<file path="src/verilog/asr_pkg.sv">
package asr_pkg;

  // ----------------------------------------------------------------
  // register map (word offsets on the plain port)
  // ----------------------------------------------------------------
  localparam logic [2:0] CTRL1_OFS  = 3'h0;
  localparam logic [2:0] CTRL2_OFS  = 3'h1;
  localparam logic [2:0] CTRL3_OFS  = 3'h2;
  localparam logic [2:0] STAT1_OFS  = 3'h3;
  localparam logic [2:0] DATA_OFS   = 3'h4;
  localparam logic [2:0] BAUD_OFS   = 3'h5;

  // control_reg_one fields
  localparam int C1_M     = 4;
  localparam int C1_WAKE  = 3;
  localparam int C1_IDLE_COUNT_TYPE  = 2;
  localparam int C1_PEN   = 1;
  localparam int C1_PTY   = 0;
  // control_reg_two fields
  localparam int C2_RIE   = 5;
  localparam int C2_IDLE_INT_ENABLE  = 4;
  localparam int C2_RE    = 2;
  localparam int C2_RWU   = 1;
  // control_reg_three fields
  localparam int C3_R8    = 7;
  localparam int C3_DMA   = 5;
  localparam int C3_OVERRUN_INT_ENABLE  = 3;
  localparam int C3_NOISE_INT_ENABLE  = 2;
  localparam int C3_FRAMING_INT_ENABLE  = 1;
  localparam int C3_PARITY_INT_ENABLE  = 0;

  // reset values
  localparam logic [7:0] CTRL_RST = 8'h00;
  localparam logic [7:0] BAUD_RST = 8'h00;

  // sampling
  localparam int          OVERSAMPLE  = 16;
  localparam int          CLK_HZ      = 50000000;
  localparam logic [3:0]  PH_START_A  = 4'h3;
  localparam logic [3:0]  PH_START_B  = 4'h5;
  localparam logic [3:0]  PH_START_C  = 4'h7;
  localparam logic [3:0]  PH_VOTE_A   = 4'h8;
  localparam logic [3:0]  PH_VOTE_B   = 4'h9;
  localparam logic [3:0]  PH_VOTE_C   = 4'hA;
  localparam logic [3:0]  PH_LAST     = 4'hF;
  localparam logic [3:0]  IDLE_BITS_8 = 4'hA;
  localparam logic [3:0]  IDLE_BITS_9 = 4'hB;

  // receiver sequencer states
  typedef enum logic [3:0] {
    ASR_HUNT  = 4'b0001,
    ASR_START = 4'b0010,
    ASR_DATA  = 4'b0100,
    ASR_STOP  = 4'b1000
  } asr_state_t;

  // one completed character from the sequencer
  typedef struct packed {
    logic       done;
    logic [8:0] data;
    logic       noise;
    logic       frame_err;
    logic       par_err;
  } asr_char_t;

  // status flags
  typedef struct packed {
    logic full;
    logic idle;
    logic overrun;
    logic noise;
    logic frame;
    logic parity;
  } asr_flags_t;

endpackage

</file>
<file path="src/verilog/asr_tick.sv">
`timescale 1ns/100ps
`default_nettype none

// ------------------------------------------------------------------
// sample_phase_clock enable: 16x baud from a programmable divider
// ------------------------------------------------------------------
module asr_tick (
  // clock and reset
  input  wire logic       clk_i,
  input  wire logic       rst_i,
  // divider setting, ticks every (div_i + 1) clocks
  input  wire logic [7:0] div_i,
  // one-cycle enable at 16x baud
  output logic            tick_o
);

  logic [7:0] cnt_q;
  wire        wrap = (cnt_q >= div_i);

  // free running divider; a lowered setting takes effect at once
  always_ff @(posedge clk_i) begin
    if (rst_i) begin
      cnt_q  <= 8'h00;
      tick_o <= 1'b0;
    end else begin
      cnt_q  <= wrap ? 8'h00 : cnt_q + 8'h01;
      tick_o <= wrap;
    end
  end

endmodule // asr_tick

`default_nettype wire

</file>
<file path="src/verilog/asr_sync.sv">
`timescale 1ns/100ps
`default_nettype none

// ------------------------------------------------------------------
// two-stage synchroniser for the serial input pin
// ------------------------------------------------------------------
module asr_sync (
  // clock and reset
  input  wire logic clk_i,
  input  wire logic rst_i,
  // asynchronous pin and its synchronised copy
  input  wire logic pin_i,
  output logic      pin_o
);

  logic meta_q;

  // line idles high, so reset to one to avoid a false start
  always_ff @(posedge clk_i) begin
    if (rst_i) begin
      meta_q <= 1'b1;
      pin_o  <= 1'b1;
    end else begin
      meta_q <= pin_i;
      pin_o  <= meta_q;
    end
  end

endmodule // asr_sync

`default_nettype wire

</file>
<file path="src/verilog/asr_rx.sv">
// Contract
// - completed character data goes to the read-only buffer and sets full flag
// - full flag with rx_int_enable requests CPU interrupt, or DMA when enabled
// - input sampled on sample_phase_clock ticks at sixteen times baud
// - phase counter resyncs after start bit and on voted one-to-zero data
// - start search needs zero after three ones, then counts sixteen phases
// - phases 3,5,7 verify start; one-off patterns accepted with noise
// - failed start verification restarts the search for a start bit
// - data bit is majority of phases 8,9,10; disagreement flags noise
// - ones at start phases 8-10 flag noise but keep the start bit
// - stop bit voted; zero majority sets framing fault, disagreement noise
// - framing fault set with full flag; break character also sets it
// - standby bit holds receiver in standby and blocks receiver requests
// - address-mark wake: MSB one clears standby and sets full flag
// - idle wake clears standby without setting idle or full flag
// - idle count starts after start bit or after stop bit by type; type 1 here still counts data-bit ones and skips the start and stop votes
// - idle flag after 10 or 11 ones; may raise CPU interrupt
// - DMA enable blocks receiver CPU interrupts and idle interrupt enable
// - overrun keeps old buffer, drops new character, may raise error interrupt
// - noise in any bit sets noise flag; may raise error interrupt
// - framing and parity flags may raise error interrupts; parity checked
// - 8 or 9 bit characters; ninth bit holds bit 8 or copies bit 7
// - without DMA, full clears by status read then data read
// - with DMA, data read alone clears full, other flags untouched
//
// The plain strobed port and the placing of the registers were decided locally.
`timescale 1ns/100ps
`default_nettype none

module asr_rx (
  // clock and reset
  input  wire logic       clk_i,
  input  wire logic       rst_i,
  // register port
  input  wire logic [2:0] addr_i,
  input  wire logic [7:0] wdata_i,
  input  wire logic       wr_i,
  input  wire logic       rd_i,
  input  wire logic       dma_rd_i,
  output logic      [7:0] rdata_o,
  // serial line
  input  wire logic       serial_in_pin_i,
  // requests
  output logic            rx_irq_o,
  output logic            err_irq_o,
  output logic            dma_req_o
);

  // ----------------------------------------------------------------
  // pin synchroniser and 16x tick
  // ----------------------------------------------------------------
  logic line_s;
  logic tick;
  logic [7:0] baud_q;

  asr_sync u_sync (
    .clk_i (clk_i),
    .rst_i (rst_i),
    .pin_i (serial_in_pin_i),
    .pin_o (line_s)
  );

  asr_tick u_tick (
    .clk_i  (clk_i),
    .rst_i  (rst_i),
    .div_i  (baud_q),
    .tick_o (tick)
  );

  // ----------------------------------------------------------------
  // control registers
  // ----------------------------------------------------------------
  logic [7:0] c1_q;
  logic [7:0] c2_q;
  logic [7:0] c3_q;
  logic [8:0] buf_q;
  asr_pkg::asr_flags_t fl_q;
  logic       stat_seen_q;

  wire nine_bit  = c1_q[asr_pkg::C1_M];
  wire wake_addr = c1_q[asr_pkg::C1_WAKE];
  wire idle_count_type      = c1_q[asr_pkg::C1_IDLE_COUNT_TYPE];
  wire par_en    = c1_q[asr_pkg::C1_PEN];
  wire par_odd   = c1_q[asr_pkg::C1_PTY];
  wire rie       = c2_q[asr_pkg::C2_RIE];
  wire idle_int_enable      = c2_q[asr_pkg::C2_IDLE_INT_ENABLE];
  wire rx_en     = c2_q[asr_pkg::C2_RE];
  wire standby   = c2_q[asr_pkg::C2_RWU];
  wire dma_en    = c3_q[asr_pkg::C3_DMA];

  // ----------------------------------------------------------------
  // sample history and majority vote
  // ----------------------------------------------------------------
  logic [3:0] ph_q;
  logic [2:0] hist_q;
  logic [2:0] vote_q;
  logic [2:0] st_q;
  logic       prev_bit_q;
  logic       line_d_q;

  // vote over the three centre samples; the third is the live one
  wire [2:0] trio     = {vote_q[1:0], line_s};
  wire       maj      = (trio[2] & trio[1]) | (trio[2] & trio[0]) | (trio[1] & trio[0]);
  wire       split    = (trio != 3'b000) && (trio != 3'b111);
  wire [2:0] st_trio  = {st_q[1:0], line_s};
  wire [1:0] st_ones  = {1'b0, st_trio[2]} + {1'b0, st_trio[1]} + {1'b0, st_trio[0]};
  wire       st_ok    = (st_ones < 2'd2);
  wire       st_noisy = (st_ones == 2'd1);
  wire       fall     = (hist_q == 3'b111) && !line_s;

  // ----------------------------------------------------------------
  // receive sequencer
  // ----------------------------------------------------------------
  asr_pkg::asr_state_t state_q;
  logic [3:0] bit_q;
  logic [8:0] shf_q;
  logic       noise_q;
  logic [3:0] ones_q;
  asr_pkg::asr_char_t chr;

  wire       sample  = tick && rx_en;
  wire [3:0] nbits   = nine_bit ? 4'h9 : 4'h8;
  wire       at_vote = (ph_q == asr_pkg::PH_VOTE_C);
  wire [8:0] shf_in  = {maj, shf_q[8:1]};
  wire [8:0] data_al = nine_bit ? shf_q : {1'b0, shf_q[8:1]};
  wire       par_calc = ^(nine_bit ? data_al[7:0] : {1'b0, data_al[6:0]});
  wire       par_bit  = nine_bit ? data_al[8] : data_al[7];
  wire [3:0] idle_lim = nine_bit ? asr_pkg::IDLE_BITS_9 : asr_pkg::IDLE_BITS_8;
  wire       idle_hit = sample && at_vote && maj && (ones_q == idle_lim - 4'h1);

  always_ff @(posedge clk_i) begin
    if (rst_i) begin
      state_q    <= asr_pkg::ASR_HUNT;
      ph_q       <= 4'h0;
      hist_q     <= 3'b000;
      vote_q     <= 3'b000;
      st_q       <= 3'b000;
      bit_q      <= 4'h0;
      shf_q      <= 9'h000;
      noise_q    <= 1'b0;
      prev_bit_q <= 1'b1;
      line_d_q   <= 1'b1;
      chr        <= '0;
    end else begin
      chr.done <= 1'b0;
      if (sample) begin
        ph_q <= ph_q + 4'h1;
        line_d_q <= line_s;
        if (ph_q == asr_pkg::PH_START_A || ph_q == asr_pkg::PH_START_B) begin
          st_q <= {st_q[1:0], line_s};
        end
        if (ph_q == asr_pkg::PH_VOTE_A || ph_q == asr_pkg::PH_VOTE_B) begin
          vote_q <= {vote_q[1:0], line_s};
        end
        case (state_q)
          asr_pkg::ASR_HUNT: begin
            hist_q <= {hist_q[1:0], line_s};
            if (fall) begin
              state_q <= asr_pkg::ASR_START;
              ph_q    <= 4'h2;   // first low sample counts as phase 1
              noise_q <= 1'b0;
            end
          end
          asr_pkg::ASR_START: begin
            if (ph_q == asr_pkg::PH_START_C) begin
              if (!st_ok) begin
                state_q <= asr_pkg::ASR_HUNT;
                ph_q    <= 4'h0;
                hist_q  <= 3'b000;
              end else if (st_noisy) begin
                noise_q <= 1'b1;
              end
            end
            if (at_vote && trio != 3'b000) begin
              noise_q <= 1'b1;
            end
            if (ph_q == asr_pkg::PH_LAST) begin
              state_q    <= asr_pkg::ASR_DATA;
              ph_q       <= 4'h0;
              bit_q      <= 4'h0;
              prev_bit_q <= 1'b0;
            end
          end
          asr_pkg::ASR_DATA: begin
            if (at_vote) begin
              shf_q      <= shf_in;
              prev_bit_q <= maj;
              if (split) begin
                noise_q <= 1'b1;
              end
            end
            // a falling edge after a voted one realigns phases
            if (prev_bit_q && line_d_q && !line_s && ph_q < asr_pkg::PH_START_A) begin
              ph_q <= 4'h2;    // edge sample counts as phase 1, as at start
            end
            if (ph_q == asr_pkg::PH_LAST) begin
              bit_q <= bit_q + 4'h1;
              if (bit_q == nbits - 4'h1) begin
                state_q <= asr_pkg::ASR_STOP;
              end
            end
          end
          asr_pkg::ASR_STOP: begin
            if (at_vote) begin
              chr.done      <= 1'b1;
              chr.data      <= data_al;
              chr.noise     <= noise_q | split;
              chr.frame_err <= !maj;
              chr.par_err   <= par_en && ((par_calc ^ par_odd) != par_bit);
              state_q       <= asr_pkg::ASR_HUNT;
              hist_q        <= 3'b000;  // wait for three ones again
            end
          end
          default: begin
            state_q <= asr_pkg::ASR_HUNT;
          end
        endcase
      end
    end
  end

  // ----------------------------------------------------------------
  // idle line counter
  // ----------------------------------------------------------------
  // counts voted ones; idle_count_type picks whether the start and stop bit votes count
  always_ff @(posedge clk_i) begin
    if (rst_i) begin
      ones_q <= 4'h0;
    end else if (sample && at_vote) begin
      if (!maj || idle_hit) begin
        ones_q <= 4'h0;
      end else if (state_q == asr_pkg::ASR_DATA || !idle_count_type) begin
        ones_q <= ones_q + 4'h1;
      end else if (state_q == asr_pkg::ASR_HUNT) begin
        ones_q <= ones_q + 4'h1;
      end
    end
  end

  // ----------------------------------------------------------------
  // register access decode
  // ----------------------------------------------------------------
  wire rd_stat  = rd_i && addr_i == asr_pkg::STAT1_OFS;
  wire rd_data  = rd_i && addr_i == asr_pkg::DATA_OFS;
  wire cpu_clr  = rd_data && stat_seen_q && !dma_en;
  wire dma_clr  = dma_rd_i && dma_en;
  wire addr_chr = chr.done && chr.data[nine_bit ? 8 : 7];
  wire wake_a   = standby && wake_addr && addr_chr;
  wire wake_i   = standby && !wake_addr && idle_hit;
  wire accept   = chr.done && (!standby || wake_a);
  wire ovr      = accept && fl_q.full && !cpu_clr && !dma_clr;
  wire load     = accept && !ovr;
  wire brk      = chr.data == 9'h000 && chr.frame_err;

  // ----------------------------------------------------------------
  // status flags, set wins over clear
  // ----------------------------------------------------------------
  always_ff @(posedge clk_i) begin
    if (rst_i) begin
      fl_q        <= '0;
      buf_q       <= 9'h000;
      stat_seen_q <= 1'b0;
    end else begin
      if (rd_stat) begin
        stat_seen_q <= 1'b1;
      end else if (rd_data) begin
        stat_seen_q <= 1'b0;
      end
      if (cpu_clr) begin
        fl_q <= '0;
      end else if (dma_clr) begin
        fl_q.full <= 1'b0;
      end
      if (load) begin
        buf_q        <= brk ? 9'h000 : chr.data;
        fl_q.full    <= 1'b1;
        fl_q.frame   <= fl_q.frame | chr.frame_err;
        fl_q.noise   <= fl_q.noise | chr.noise;
        fl_q.parity  <= fl_q.parity | chr.par_err;
      end
      if (ovr) begin
        fl_q.overrun <= 1'b1;
      end
      if (idle_hit && !standby) begin
        fl_q.idle <= 1'b1;
      end
    end
  end

  // ----------------------------------------------------------------
  // control register writes and wake-up
  // ----------------------------------------------------------------
  wire [7:0] c3_rd = {nine_bit ? buf_q[8] : buf_q[7], c3_q[6:0]};

  always_ff @(posedge clk_i) begin
    if (rst_i) begin
      c1_q   <= asr_pkg::CTRL_RST;
      c2_q   <= asr_pkg::CTRL_RST;
      c3_q   <= asr_pkg::CTRL_RST;
      baud_q <= asr_pkg::BAUD_RST;
    end else begin
      if (wr_i) begin
        case (addr_i)
          asr_pkg::CTRL1_OFS: c1_q   <= wdata_i;
          asr_pkg::CTRL2_OFS: c2_q   <= wdata_i;
          asr_pkg::CTRL3_OFS: c3_q   <= {1'b0, wdata_i[6:0]};
          asr_pkg::BAUD_OFS:  baud_q <= wdata_i;
          default: ;
        endcase
      end
      if (wake_a || wake_i) begin
        c2_q[asr_pkg::C2_RWU] <= 1'b0;
      end
    end
  end

  // ----------------------------------------------------------------
  // read data and requests
  // ----------------------------------------------------------------
  wire [7:0] stat_rd = {2'b00, fl_q.full, fl_q.idle, fl_q.overrun,
                        fl_q.noise, fl_q.frame, fl_q.parity};
  wire [7:0] rd_mux  = (addr_i == asr_pkg::CTRL1_OFS) ? c1_q :
                       (addr_i == asr_pkg::CTRL2_OFS) ? c2_q :
                       (addr_i == asr_pkg::CTRL3_OFS) ? c3_rd :
                       (addr_i == asr_pkg::STAT1_OFS) ? stat_rd :
                       (addr_i == asr_pkg::DATA_OFS)  ? buf_q[7:0] :
                       (addr_i == asr_pkg::BAUD_OFS)  ? baud_q : 8'h00;
  // receiver requests are blocked in standby and CPU ones under dma
  wire rx_irq_d  = !standby && !dma_en &&
                   ((fl_q.full && rie) || (fl_q.idle && idle_int_enable));
  wire dma_req_d = !standby && dma_en && rie && fl_q.full;
  wire err_irq_d = (fl_q.overrun && c3_q[asr_pkg::C3_OVERRUN_INT_ENABLE]) ||
                   (fl_q.noise   && c3_q[asr_pkg::C3_NOISE_INT_ENABLE]) ||
                   (fl_q.frame   && c3_q[asr_pkg::C3_FRAMING_INT_ENABLE]) ||
                   (fl_q.parity  && c3_q[asr_pkg::C3_PARITY_INT_ENABLE]);

  always_ff @(posedge clk_i) begin
    if (rst_i) begin
      rdata_o   <= 8'h00;
      rx_irq_o  <= 1'b0;
      err_irq_o <= 1'b0;
      dma_req_o <= 1'b0;
    end else begin
      rdata_o   <= rd_i ? rd_mux : 8'h00;
      rx_irq_o  <= rx_irq_d;
      err_irq_o <= err_irq_d;
      dma_req_o <= dma_req_d;
    end
  end

endmodule // asr_rx

`default_nettype wire

</file>
<file path="config.mk">
export PLATFORM = sky130hd
export DESIGN_NAME = asr_rx
export DESIGN_NICKNAME = d
export VERILOG_FILES = /design/src/verilog/asr_pkg.sv /design/src/verilog/asr_tick.sv /design/src/verilog/asr_sync.sv /design/src/verilog/asr_rx.sv
export SDC_FILE = /design/constraint.sdc
export NUM_CORES = 1
export LEC_CHECK = 0
export BUFFER_PORTS_ARGS = -buffer_cell sky130_fd_sc_hd__buf_2
export CAP_MARGIN = 20
export CORE_UTILIZATION = 51
export DETAILED_ROUTE_END_ITERATION = 12
export PLACE_DENSITY = 0.65
export SLEW_MARGIN = 20
export SYNTH_ARGS = -nofsm -noshare
export SYNTH_HDL_FRONTEND = slang
export SYNTH_HIERARCHICAL = 1
export SYNTH_SLANG_ARGS = --single-unit
</file>
<file path="constraint.sdc">
create_clock -name clk_i -period 2.5 [get_ports clk_i]
set_clock_uncertainty 0.15 [all_clocks]
set_input_delay 0.5 -clock clk_i [delete_from_list [all_inputs] [get_ports clk_i]]
set_output_delay 0.5 -clock clk_i [all_outputs]
set_load 0.005 [all_outputs]
</file>
==> summary.txt <==
Hold path
  – Worst Hold Class: input pin to flip-flop

Power
  – Leak: 2.45 nW
  – Peak supply drop: between 0.0005 and 0.0006 V
  – PD cells: a little over 700 nW/um^2

Clock network
  – H-tree depth: 4
  – CTS tree: yes
  – # resized after CTS: 0
  – CTS Buf Count: 17
  – Hold-fix buffers at CTS: 1
  – Setup bufs post-CTS: 0
  – CTS clk-pin slew, worst paths: around 0.06 ns
  – CTS Buffer Depth: 2
  – Clk_lat worst skew: about 0.53 ns
  – Clk sink count: around 120
  – Root Buffer: clkbuf_8

Worst setup path
  – Critical path startpoint category: flip-flop
  – CP endpoint kind: flip-flop
  – Critical Path AT: between 2 and 2.5 ns
  – FF-to-FF setup slack: 0.30 ns
  – WP data required: 2.74 ns
  – Crit path kind: flip-flop to flip-flop
  – Worst-path fanout max: 13

Yosys
  – Leading area contributor after synthesis: dfxtp_1
  – Syn Inst Count: between 600 and 700
  – Commonest cells in the synthesized netlist: 117 x dfxtp_1, 68 x nand2_1, 61 x nor2_1
  – Yosys cell types: 67
  – Top-count cell post-synth: dfxtp_1
  – Net count after synthesis: between 600 and 700
  – Number of synthesized flops with an enable pin: 0
  – Post-synth ARST share: 0%
  – Cell Area, Synth: between 5000 and 6000 sq um
  – Warnings from Yosys: 6
  – Synth Flop Type: dfxtp_1
  – Post-synthesis sequential area ratio: about 41%
  – Top cell type's share of synthesized area: ~41%
  – Synth area leaders: dfxtp_1 41%, mux2i_1 7.8%, nand2_1 4.4%
  – Syn Area/Cell: about 9.0 sq um
  – Flip-flop and latch count after synthesis: approximately 120

Timing
  – Final period utilization: between 80% and 90%
  – Setup TNS Final: 0 ns
  – Tmin final: 2.20 ns
  – Final setup viols: 0
  – RSZ-0062 raised after global routing: no
  – Worst-Margin Slew: roughly 0.62 ns
  – Slew headroom: ~60%
  – Final Max Tran Viols: 0
  – Fmax: roughly 460 MHz
  – Final Hold Viols: 0

Flow run
  – Maxcap violations: 0

Route
  – Remaining DRCs: 0
  – WL per Instance: approximately 16 um
  – Via density: between 5 and 6
  – Routed vias: about 4700
  – Initial DRC count: 320
  – Routed wire length: ~13000 um
  – Pre-antenna DRT Iters: 5
  – Routed Antenna Nets: 0

Placed design
  – Number of instances in the placed design: slightly below 800
  – Port bufs: 27
  – Hpwl dp: ~9300 um
  – RD Place Congestion: between 0.8 and 0.9
  – DP Area: 5970 sq um

Global route
  – Vias in the first global route: 4541
  – Overflow left after global routing: 0
  – Initial antenna violation count: 0
  – All-layer global routing usage: roughly 25%
  – First-pass GRT wire length: 22200 um
  – Largest net degree at the start of global routing: 60

Floorplan
  – Die width: 108 um
  – Die Area: 11700 sq um
  – Die height: between 100 and 150 um
  – Initial core utilization: 52.7%
  – # IOs: 28
  – Cell Rows: 38
  – Area of the core: around 11000 sq um

Final layout
  – Area Growth Syn to Fin: 15.3%
  – Final Non-Filler Cells: 816
  – Layout Nets: approximately 700
  – Fraction of layout cells with a size suffix above 1: between 10% and 20%
  – Antenna cells: 0
  – Post-route cell area: approximately 6600 sq um

Status
  – Outcome: complete, no violations
-- worst max-delay path, cell delays in order (launching register included) --
cell	delay (ns)
dfxtp_1	0.61
nor4b_1	0.54
a21oi_1	0.21
and2_1	0.25
a211oi_1	0.21
a41oi_1	0.08
-- through the flow --
| step | hold WS, ns | power (mW) | setup WS (ns) | utilization, % |
|---|---|---|---|---|
| floorplan | 0.235 | 2.06 | 0.611 | - |
| global placement | 0.249 | 2.12 | 0.448 | 54.9 |
| global route | 0.0769 | 4.85 | 0.214 | 60.8 |
| finish | 0.0833 | 4.71 | 0.304 | 60.8 |
| CTS | 0.0618 | 4.74 | 0.351 | 60.8 |
| detailed placement | 0.262 | 2.13 | 0.375 | 54.9 |
-- worst paths after layout --
path / start / cells after the start / endpoint
setup / recovery: state_q[3]$_SDFFE_PP0P_ / 5 / state_q[0]$_SDFFE_PP1P_
hold / removal: wdata_i[7] / 3 / c2_q[7]$_SDFFE_PP0P_
setup reg to reg: state_q[3]$_SDFFE_PP0P_ / 5 / state_q[0]$_SDFFE_PP1P_
hold reg to reg: u_sync/meta_q$_SDFF_PP1_ / 1 / u_sync/pin_o$_SDFF_PP1_
-- cells by family after synthesis --
| family | after synthesis | share of synthesized area [%] |
|---|---|---|
| simple gates | 245 | 22.8 |
| compound gates | 131 | 14.9 |
| flops | 117 | 40.8 |
| mux | 57 | 10.2 |
| buf+inv | 53 | 4.18 |
| xor+xnor | 21 | 3.44 |
| fa+ha+maj | 16 | 3.62 |
-- state kept, by name, summed over array words and instances (netlist names), 3 cells and up --
signal / flops
ones_q: 4
rdata_o: 8
hist_q: 3
c1_q: 8
c2_q: 8
bit_q: 4
c3_q: 7
ph_q: 4
buf_q: 9
shf_q: 9
chr: 13
fl_q: 6
u_tick/cnt_q: 8
baud_q: 8
state_q: 4
-- layout make-up --
type | instances | area (sq um)
fillers | 943 | 4270
multi-input cells | 470 | 3160
flip-flops and latches | 117 | 2340
clock buffers | 19 | 432
repair buffers | 42 | 253
clock inverters | 13 | 204
well taps | 140 | 175
inverters | 15 | 56.3
-- layout by cell type, fill, tap and decap left out, drive strengths merged, types with 4 or more instances in the layout --
cell type	instances
nand2	68
nor4b	5
dfxtp	117
o31ai	5
o21ai	12
nor2	62
a211oi	13
nand2b	11
and3	5
clkinvlp	4
nor3	17
or2	5
inv	16
bufinv	5
clkbuf	19
buf	41
or3	6
nor2b	6
mux2	12
nand3b	4
mux2i	45
ha	15
and2	15
o22ai	9
nand4b	4
xnor2	13
xor2	7
a22oi	18
a21oi	51
nand3	19
nand4	4
-- per-layer routing --
metal  vias to the layer above  track usage [%]  wire (um)
li1                       2322                -          -
met3                        24             6.03        735
met2                       121             39.8       6180
met5                         -                0          0
met1                      2248             31.5       6120
met4                         0             12.5        293
-- power by group --
| group | leakage (nW) | internal (mW) | switching, mW |
|---|---|---|---|
| sequential | 0.945 | 1.89 | 0.0221 |
| clock | 0.300 | 1.74 | 0.879 |
| combinational | 1.20 | 0.0667 | 0.115 |
No activity file was read; power rests on OpenSTA's default activity.
